`config.mk`:
```
export PLATFORM = sky130hd
export DESIGN_NAME = pmc_power_ctrl
export DESIGN_NICKNAME = d
export VERILOG_FILES = /design/src/rtl/pmc_pkg.sv /design/src/rtl/pmc_clock_loss.sv /design/src/rtl/pmc_power_ctrl.sv
export SDC_FILE = /design/constraint.sdc
export NUM_CORES = 1
export LEC_CHECK = 0
export ABC_AREA = 1
export BUFFER_PORTS_ARGS = -buffer_cell sky130_fd_sc_hd__buf_4
export CAP_MARGIN = 20
export CORE_MARGIN = 2
export CORE_UTILIZATION = 41
export DETAILED_ROUTE_END_ITERATION = 6
export GPL_TIMING_DRIVEN = 0
export PLACE_DENSITY_LB_ADDON = 0.3
export SYNTH_ARGS = -nofsm -noshare
export SYNTH_HDL_FRONTEND = slang
export SYNTH_SLANG_ARGS = --single-unit
```
`constraint.sdc`:
```
create_clock -name hclk -period 1.35 [get_ports hclk]
set_input_delay 0.27 -clock hclk [delete_from_list [all_inputs] [get_ports hclk]]
set_output_delay 0.27 -clock hclk [all_outputs]
set_load 0.005 [all_outputs]
```
`src/rtl/pmc_pkg.sv`:
```
// Constants shared by the power-mode controller and its clock-loss timer.
// Assumes a 25 MHz system clock and a single AHB-Lite slave port.
`default_nettype none

package pmc_pkg;

	// ***************************************************
	// Register map (byte addresses on AHB, one word each)
	// ***************************************************
	// Printed register index; the byte address is four times it
	localparam logic [7:0] POWER_CONTROL_INDEX = 8'h87;
	localparam logic [11:0] POWER_CONTROL_ADDR = {2'h0, POWER_CONTROL_INDEX, 2'h0};
	localparam logic [7:0] STATUS_INDEX = 8'h88;
	localparam logic [11:0] STATUS_ADDR = {2'h0, STATUS_INDEX, 2'h0};
	localparam logic [7:0] CONFIG_INDEX = 8'h89;
	localparam logic [11:0] CONFIG_ADDR = {2'h0, CONFIG_INDEX, 2'h0};

	// ***************************************************
	// Field positions and reset values
	// ***************************************************
	localparam int IDLE_BIT = 0;
	localparam int STOP_BIT = 1;
	localparam logic [7:0] POWER_CONTROL_RESET = 8'h00;

	localparam int WDOG_EN_BIT = 0;
	localparam int MCD_EN_BIT = 1;
	localparam int SUSPEND_BIT = 2;
	localparam logic [7:0] CONFIG_RESET = 8'h01;

	localparam int ST_MODE_LSB = 0;
	localparam int ST_MCD_RST_BIT = 2;
	localparam int ST_WDOG_RST_BIT = 3;
	localparam int ST_EXT_RST_BIT = 4;

	localparam logic [15:0] RESET_VECTOR = 16'h0000;

	// ***************************************************
	// Timing
	// ***************************************************
	localparam int CLK_FREQ_KHZ = 25000;
	localparam int MCD_TIMEOUT_US = 100;
	// Longest time: round down, never below one cycle
	localparam int MCD_CYCLES_RAW = (MCD_TIMEOUT_US * CLK_FREQ_KHZ) / 1000;
	localparam int MCD_CYCLES = (MCD_CYCLES_RAW < 1) ? 1 : MCD_CYCLES_RAW;
	localparam logic [11:0] MCD_LIMIT = 12'(MCD_CYCLES - 1);

	typedef enum logic [1:0] {
		PMC_RUN,
		PMC_IDLE,
		PMC_STOP,
		PMC_SUSPEND
	} pmc_mode_e;

endpackage : pmc_pkg

`default_nettype wire

```
`src/rtl/pmc_clock_loss.sv`:
```
// Missing-clock timer: fires a one-cycle reset request when no clock
// activity marker has been seen for the timeout while enabled.
// Assumes clk_seen is a synchronous pulse from the oscillator monitor.
`default_nettype none

module pmc_clock_loss (
	input wire logic hclk,
	input wire logic hresetn,
	input wire logic enable,
	input wire logic clk_seen,
	output logic fire
);

	logic [11:0] count;
	wire logic at_limit;

	assign at_limit = (count == pmc_pkg::MCD_LIMIT);

	always_ff @(posedge hclk or negedge hresetn) begin
		if (!hresetn) begin
			count <= 12'h000;
			fire <= 1'b0;
		end else begin
			fire <= enable && !clk_seen && at_limit;
			if (!enable || clk_seen || at_limit) begin
				count <= 12'h000;
			end else begin
				count <= count + 12'h001;
			end
		end
	end
endmodule : pmc_clock_loss

`default_nettype wire

```
`src/rtl/pmc_power_ctrl.sv`:
```
// Power-mode controller: power_control register on AHB-Lite, Idle, Stop
// and Suspend sequencing, and reset handling that ends every mode.
// Assumes the CPU pulses cpu_instr_done as each instruction retires and
// that irq_pending already carries only enabled interrupts.
//
// Summary of operation
// - Writing the idle bit halts the CPU once the writing instruction finishes.
// - In idle, state is kept and clocks and peripherals keep running.
// - An enabled interrupt during idle clears the idle bit and resumes.
// - After interrupt service, execution continues at the instruction after.
// - A reset during idle runs the reset sequence, fetching from zero.
// - An enabled watchdog keeps counting in idle and may reset it.
// - Writing the stop bit enters stop once the writing instruction completes.
// - Stop halts oscillator, CPU and digital peripherals, not the external oscillator.
// - In stop all interrupts and timers are held, except clock-loss detection.
// - Only a reset ends stop, then execution starts at address zero.
// - An enabled clock-loss detector resets the device, ending stop.
// - Suspend stops the internal oscillator until a wake event.
`default_nettype none

module pmc_power_ctrl (
	input wire logic hclk,
	input wire logic hresetn,
	input wire logic hsel,
	input wire logic [31:0] haddr,
	input wire logic [1:0] htrans,
	input wire logic hwrite,
	input wire logic [2:0] hsize,
	input wire logic [31:0] hwdata,
	input wire logic hready,
	output logic hreadyout,
	output logic hresp,
	output logic [31:0] hrdata,
	input wire logic cpu_instr_done,
	input wire logic irq_pending,
	input wire logic ext_reset,
	input wire logic watchdog_reset,
	input wire logic clk_seen,
	input wire logic wake_event,
	output logic cpu_halt,
	output logic idle_wake,
	output logic periph_halt,
	output logic irq_timer_hold,
	output logic osc_stop,
	output logic watchdog_run,
	output logic mcd_run,
	output logic reset_req,
	output logic [15:0] reset_vector
);

	// ***************************************************
	// Bus slave
	// ***************************************************
	logic dp_write;
	logic [11:0] dp_addr;
	logic [7:0] power_control;
	logic [7:0] config_reg;
	logic [4:0] status_flags;
	pmc_pkg::pmc_mode_e mode;
	pmc_pkg::pmc_mode_e next_mode;

	wire logic addr_phase;
	wire logic wr_power;
	wire logic wr_config;
	wire logic mcd_fire;
	wire logic any_reset;
	wire logic [7:0] power_readback;
	wire logic [7:0] status_word;

	assign hreadyout = 1'b1;
	assign hresp = 1'b0;
	// Transfer size is not checked: software only ever moves whole words here
	assign addr_phase = hsel && hready && htrans[1];
	assign wr_power = dp_write && (dp_addr == pmc_pkg::POWER_CONTROL_ADDR);
	assign wr_config = dp_write && (dp_addr == pmc_pkg::CONFIG_ADDR);

	assign power_readback = {power_control[7:1], 1'b0};
	assign status_word = {3'h0, status_flags[4:2], mode};

	// Unmapped addresses read zero and ignore writes
	assign hrdata = (dp_addr == pmc_pkg::POWER_CONTROL_ADDR) ? {24'h000000, power_readback} :
		(dp_addr == pmc_pkg::STATUS_ADDR) ? {24'h000000, status_word} :
		(dp_addr == pmc_pkg::CONFIG_ADDR) ? {24'h000000, config_reg} : 32'h00000000;

	always_ff @(posedge hclk or negedge hresetn) begin
		if (!hresetn) begin
			dp_write <= 1'b0;
			dp_addr <= 12'h000;
		end else begin
			dp_write <= addr_phase && hwrite;
			if (addr_phase) begin
				dp_addr <= haddr[11:0];
			end
		end
	end

	// ***************************************************
	// Reset sources
	// ***************************************************
	pmc_clock_loss u_clock_loss (
		.hclk(hclk),
		.hresetn(hresetn),
		.enable(config_reg[pmc_pkg::MCD_EN_BIT]),
		.clk_seen(clk_seen),
		.fire(mcd_fire)
	);

	assign any_reset = ext_reset || watchdog_reset || mcd_fire;

	// ***************************************************
	// Mode sequencing
	// ***************************************************
	// Stop wins when both select bits are written together
	always_comb begin
		next_mode = mode;
		unique case (mode)
			pmc_pkg::PMC_RUN: begin
				if (cpu_instr_done && power_control[pmc_pkg::STOP_BIT]) begin
					next_mode = pmc_pkg::PMC_STOP;
				end else if (cpu_instr_done && power_control[pmc_pkg::IDLE_BIT]) begin
					next_mode = pmc_pkg::PMC_IDLE;
				end else if (config_reg[pmc_pkg::SUSPEND_BIT]) begin
					next_mode = pmc_pkg::PMC_SUSPEND;
				end
			end
			pmc_pkg::PMC_IDLE: begin
				if (irq_pending) begin
					next_mode = pmc_pkg::PMC_RUN;
				end
			end
			pmc_pkg::PMC_STOP: next_mode = pmc_pkg::PMC_STOP;
			pmc_pkg::PMC_SUSPEND: begin
				if (wake_event) begin
					next_mode = pmc_pkg::PMC_RUN;
				end
			end
		endcase
		if (any_reset) begin
			next_mode = pmc_pkg::PMC_RUN;
		end
	end

	always_ff @(posedge hclk or negedge hresetn) begin
		if (!hresetn) begin
			mode <= pmc_pkg::PMC_RUN;
		end else begin
			mode <= next_mode;
		end
	end

	// ***************************************************
	// Registers
	// ***************************************************
	// wake clears idle bit
	// A software write in the wake cycle wins over the hardware clear
	always_ff @(posedge hclk or negedge hresetn) begin
		if (!hresetn) begin
			power_control <= pmc_pkg::POWER_CONTROL_RESET;
		end else if (any_reset) begin
			power_control <= pmc_pkg::POWER_CONTROL_RESET;
		end else if (wr_power) begin
			power_control <= hwdata[7:0];
		end else if (mode == pmc_pkg::PMC_IDLE && irq_pending) begin
			power_control[pmc_pkg::IDLE_BIT] <= 1'b0;
		end
	end

	// Suspend request bit self-clears once the mode is taken
	always_ff @(posedge hclk or negedge hresetn) begin
		if (!hresetn) begin
			config_reg <= pmc_pkg::CONFIG_RESET;
		end else if (wr_config) begin
			config_reg <= hwdata[7:0];
		end else if (next_mode == pmc_pkg::PMC_SUSPEND || any_reset) begin
			config_reg[pmc_pkg::SUSPEND_BIT] <= 1'b0;
		end
	end

	// Cause of the last internal or external reset, kept across it
	always_ff @(posedge hclk or negedge hresetn) begin
		if (!hresetn) begin
			status_flags <= 5'h00;
		end else if (any_reset) begin
			status_flags <= {ext_reset, watchdog_reset, mcd_fire, 2'h0};
		end
	end

	// ***************************************************
	// Outputs
	// ***************************************************
	always_ff @(posedge hclk or negedge hresetn) begin
		if (!hresetn) begin
			reset_req <= 1'b0;
			idle_wake <= 1'b0;
		end else begin
			reset_req <= any_reset;
			idle_wake <= (mode == pmc_pkg::PMC_IDLE) && irq_pending && !any_reset;
		end
	end

	assign reset_vector = pmc_pkg::RESET_VECTOR;
	assign cpu_halt = (mode != pmc_pkg::PMC_RUN);
	assign periph_halt = (mode == pmc_pkg::PMC_STOP);
	assign irq_timer_hold = (mode == pmc_pkg::PMC_STOP);
	assign osc_stop = (mode == pmc_pkg::PMC_STOP) || (mode == pmc_pkg::PMC_SUSPEND);
	assign watchdog_run = config_reg[pmc_pkg::WDOG_EN_BIT] && (mode != pmc_pkg::PMC_STOP);
	assign mcd_run = config_reg[pmc_pkg::MCD_EN_BIT];
endmodule : pmc_power_ctrl

`default_nettype wire

```
Word-level counts from Yosys, hierarchy flattened --
Cells that the tools add are included.
Storage, ports and cells: register bits after elaboration 49, input bits 80, output and inout bits 58
Cells by class: add/sub/neg operators 1, equality and inequality tests 9, muxes and demuxes 17, reductions and logical operators 26
Operators by type and width (count):
- 12-bit by 10-bit equality test with 1-bit output, second input constant | 3
- 8-bit 2-to-1 mux | 4
- 12-bit by 1-bit adder with 12-bit output, second input constant | 1
- 12-bit equality test, second input constant | 1
- 1-bit logical AND | 12
- 12-bit 2-to-1 mux | 1
- 2-bit 2-to-1 mux | 6
- 2-bit one-hot mux with 4 select lines | 1
- 7-bit 2-to-1 mux | 1
- 2-bit equality test, second input constant | 3
- 1-bit logical OR | 6
- 2-bit nonzero test | 3
- 1-bit 2-to-1 mux | 4
- 1-bit zero test | 3
- 3-bit nonzero test | 1
- 2-bit by 1-bit equality test with 1-bit output, second input constant | 1
- 2-bit zero test | 1
- 2-bit inequality test, second input constant | 1

Longest topological paths before layout --
depth in word-level cells 9, mapped depth 8, depth with buffers taken out 8

Modules after synthesis --
A second synthesis with hierarchy kept.
Second synthesis, totals: cell total of the unflattened synthesis 346, area, all modules 2830.2 um^2
By module, submodules not included:
- pmc_power_ctrl | instances 1, cells each 254, area an instance 2112.0 um^2
- pmc_clock_loss | instances 1, cells each 92, area an instance 718.2 um^2

Worst setup path before layout --
OpenSTA, ideal clock, no wires.
kind register to output, start point reg dp_addr[7], end point out hrdata[1], arrival 1.116 ns, required time 1.080 ns, slack -0.036 ns, stages on the path, launching flop included 6, path buffers 0, cell sequence dfrtp_1 > nor2_1 > nand2_1 > nor2_4 > o211ai_1 > o21ai_0
On the way: cells in the longest elaborated chain, start to end 4, elaborated cells between the ends (all ways) 6
Ends and longest elaborated chain:
- start, declared | line pmc_power_ctrl.sv:55 | logic [11:0] dp_addr;
- start signal, assigned | line pmc_power_ctrl.sv:92 | dp_addr <= haddr[11:0];
- 12-bit by 10-bit equality test with 1-bit output | line pmc_power_ctrl.sv:83 | (dp_addr == pmc_pkg::CONFIG_ADDR) ? {24'h000000, config_reg} : 32'h00000000;
- 8-bit 2-to-1 mux | line pmc_power_ctrl.sv:83
- 8-bit 2-to-1 mux | line pmc_power_ctrl.sv:82 | (dp_addr == pmc_pkg::STATUS_ADDR) ? {24'h000000, status_word} :
- 8-bit 2-to-1 mux * | line pmc_power_ctrl.sv:81 | assign hrdata = (dp_addr == pmc_pkg::POWER_CONTROL_ADDR) ? {24'h000000, power_readback} :
- end, declared | line pmc_power_ctrl.sv:33 | output logic [31:0] hrdata,
Mark *: on every way between the ends. The rest lies on a longest branch, timed or not.

Worst setup path in the final report --
start point reg dp_addr[5], end point out hrdata[0]
Same word-level chain as after synthesis.

==> flow_summary.yaml <==
outcome:
  status: "finished with violations"
  violations: "setup timing"
sta:
  grt_setup_unrepaired: "true"
  period_needed_ns: 1.89
  holdWs_ns: 0.137
  fin_skew_ns: 0.00789
  report.final.slew_viol_count: 0
  setup_viol_count_final: 27
  hold_viol: 0
  finalCritPeriodShare: 1.40
  achievable-frequency_mhz: 529
  tightest_slew_ns: 0.612
  timing.final.ws_setup_ns: -0.541
  slew_headroom: 0.592
critical_path:
  setup.worst_path.start_class: "flop"
  cp_data_arrival_time_ns: 1.62
  nature_of_the_critical_path_endpoint: "output port"
  critical_path.startpoint: "dp_addr[5]$_DFFE_PN0P_"
  reg2regPathDepth: 11
  ff2ff_setup_slack_ns: -0.44
  crit_fanout: 4
  required_ns: 1.08
  worstSetupPathType: "flop to output port"
  crit-reg2reg-launch: "dp_addr[4]$_DFFE_PN0P_"
  reg2reg_to: "power_control[1]$_DFFE_PN0P_"
worst_hold_path:
  worstHoldPathType: "input port to flop"
  hold_path_endpoint: "u_clock_loss.fire$_DFF_PN0_"
  hold_depth: 2
  holdCritStartpoint: "clk_seen"
die:
  dieArea_um2: 7240
  chipWidth_um: 85.1
  ios: 138
  die_h_um: 85.1
  floorplan.initialDensity: 0.425
  coreArea_um2: 6350
  placementRows: 29
route:
  total_vias_in_the_final_route: 2297
  number_of_optimization_iterations_in_the_first_detailed_route_pass: 4
  avgRoutedWirePerCell_um: 11.9
  totalWireLength_mm: 6.18
  route.antenna.remaining_nets: 0
  drt_drc_violations_left: 0
  initial_detailed_routing_violation_count: 117
  post_drt_via_cell_ratio: 4.43
cts:
  cts_sinks: 49
  clkLatencyLatePin_ns: 0.30
  cts_tree: "built"
  cts-htree-levels: 2
  inserted_clock_buffers: 5
  clockRootBuffer: "sky130_fd_sc_hd__clkbuf_8"
  clk_pin_slew_ns: 0.09
  cts_buffer_depth: 2
placement:
  dp_hpwl_mm: 4.17
  placement.io_buffers: 47
  gpl.final_weighted_congestion: 0.823
  detailed_place.area_um2: 3300
  placed_cells_incl_taps: 487
layout:
  final.fill_count: 591
  stdcell_area_um2: 3750
  area_growth_syn_to_layout_pct: 38.9
  finalNetCount: 522
  reg.largest.list: "dp_addr x12, u_clock_loss.count x12"
  final_core_util: 0.590
  drive_gt1_frac: 0.405
  instances_no_fill: 519
  antenna-diode-count: 0
synth:
  synth-async-reset-ratio: 1.00
  yosys_warnings: 0
  yosys.area.top_type: "sky130_fd_sc_hd__dfrtp_1"
  syn_inst: 323
  synthTopCellsByArea: "sky130_fd_sc_hd__dfrtp_1 45%, sky130_fd_sc_hd__buf_4 12%, sky130_fd_sc_hd__nand2_1 11%, sky130_fd_sc_hd__nand3_1 5.8%, sky130_fd_sc_hd__nor2_1 5.2%"
  synth.distinct_cells: 33
  synth-seq-cells: 49
  post_synth_instance_area_um2: 2700
  number_of_enable_type_register_cells_in_the_synthesized_netlist: 0
  postSynthAreaPerCell_um2: 8.35
  ys_seq_area_frac: 0.455
  synth_top_flop_cell: "sky130_fd_sc_hd__dfrtp_1"
  synth_commonest_cells: "77 x sky130_fd_sc_hd__nand2_1, 48 x sky130_fd_sc_hd__dfrtp_1, 43 x sky130_fd_sc_hd__buf_4"
  synth.most_common_cell: "sky130_fd_sc_hd__nand2_1"
  synth_top_area_frac: 0.445
power_and_ir_drop:
  ir_worst_vdd_mv: 0.714
  power.total_uw: 2980
  static_leak_uw: 0.00199
  cellPowerDensity_nw_per_um2: 796
global_routing:
  grt_total_ovfl: 0
  number_of_antenna_violations_at_the_first_check_in_global_routing: 0
  grtUsageTotal: 0.172
  first_global_vias: 2191
  grt_pass1_wl_mm: 9.94
  maximum_number_of_pins_on_one_net_before_global_route_repair: 50
run:
  drv.max_cap_violation_count: 0
layout by cell type (no fill, tap or decap), types with 6 or more instances in the layout:
master | synthesis | routed
sky130_fd_sc_hd__conb_1 | 2 | 42
sky130_fd_sc_hd__dfrtp_1 | 48 | 47
sky130_fd_sc_hd__nand3_1 | 31 | 29
sky130_fd_sc_hd__buf_4 | 43 | 101
sky130_fd_sc_hd__nand2_1 | 77 | 70
sky130_fd_sc_hd__buf_6 | 0 | 11
sky130_fd_sc_hd__clkbuf_8 | 0 | 6
sky130_fd_sc_hd__inv_1 | 20 | 14
sky130_fd_sc_hd__xor2_1 | 7 | 7
sky130_fd_sc_hd__a21oi_1 | 11 | 10
sky130_fd_sc_hd__nor2_1 | 37 | 31
sky130_fd_sc_hd__inv_2 | 7 | 12
worst max-delay path by stage:
stage	to	slack [ns]	depth (start not counted)
after floorplan	hrdata[1]	0.006	5
after global placement	hrdata[1]	-0.35	8
after detailed placement	hrdata[1]	-0.34	8
after CTS	hrdata[1]	-0.56	8
after global routing	hrdata[1]	-0.66	8
final	hrdata[0]	-0.54	7
logic make-up after synthesis:
kind of cell             Yosys count  share of synthesized area
adder cells (fa/ha/maj)            1                    0.00464
flip-flops                        49                      0.455
buffers and inverters             76                      0.169
XOR/XNOR                           7                     0.0227
other                              2                    0.00279
multiplexers                       4                     0.0167
AO/OA/AOI/OAI                     20                     0.0432
AND/OR/NAND/NOR                  164                      0.286
worst max-delay path, stage by stage, from the launching register on:
cell and delay, ns:
sky130_fd_sc_hd__dfrtp_1 0.40, sky130_fd_sc_hd__inv_2 0.08, sky130_fd_sc_hd__nor2_4 0.10, sky130_fd_sc_hd__nand2_1 0.11, sky130_fd_sc_hd__nor3_4 0.27, sky130_fd_sc_hd__nand3_1 0.14
sky130_fd_sc_hd__o21ai_1 0.10, sky130_fd_sc_hd__buf_4 0.12
routing by layer:
metal / part of all wire / up-vias / GRT usage
met5: 0 / - / 0
met4: 0.0066 / 0 / 0.0505
met3: 0.075 / 4 / 0.0438
met2: 0.52 / 85 / 0.304
met1: 0.40 / 1036 / 0.205
li1: - / 1172 / -
power breakdown:
group	internal, uW	switching [uW]	leakage (uW)	total, uW
Clock	416	485	0.0000512	901
Sequential	1540	59.9	0.000602	1600
Combinational	233	246	0.00134	478
Total	2190	791	0.00199	2980
repair_timing:
| action | 4_1_cts | 5_1_grt |
|---|---|---|
| pin swaps | 13 | 18 |
| setup buffers | 17 | 6 |
| setup endpoints to repair | 38 | 38 |
| gates cloned | 1 | 0 |
| hold buffers | 1 | 0 |
| endpoints found under the hold margin | 19 | 0 |
| gates resized for setup | 27 | 21 |
cell type report:
class                           instances  area [um2]  area share
Buffer                                 48         355      0.0949
Clock buffer                            6        82.6      0.0220
Clock inverter                          2        13.8     0.00367
Inverter                               28         114      0.0304
Multi-Input combinational cell        238        1270       0.340
Sequential cell                        49        1230       0.328
Tap cell                               77        96.3      0.0257
Timing Repair Buffer                   70         574       0.153
Timing Repair inverter                  1        8.76     0.00234
stage by stage:
| step | worst slack [ns] | TNS, ns |
|---|---|---|
| detailed placement | -0.336 | -4.79 |
| CTS | -0.564 | -8.46 |
| global route | -0.663 | -11.58 |
| floorplan | 0.00552 | 0 |
| global placement | -0.349 | -4.52 |
| finish | -0.541 | -7.69 |
Note: power is estimated with default switching activity, not from simulation.
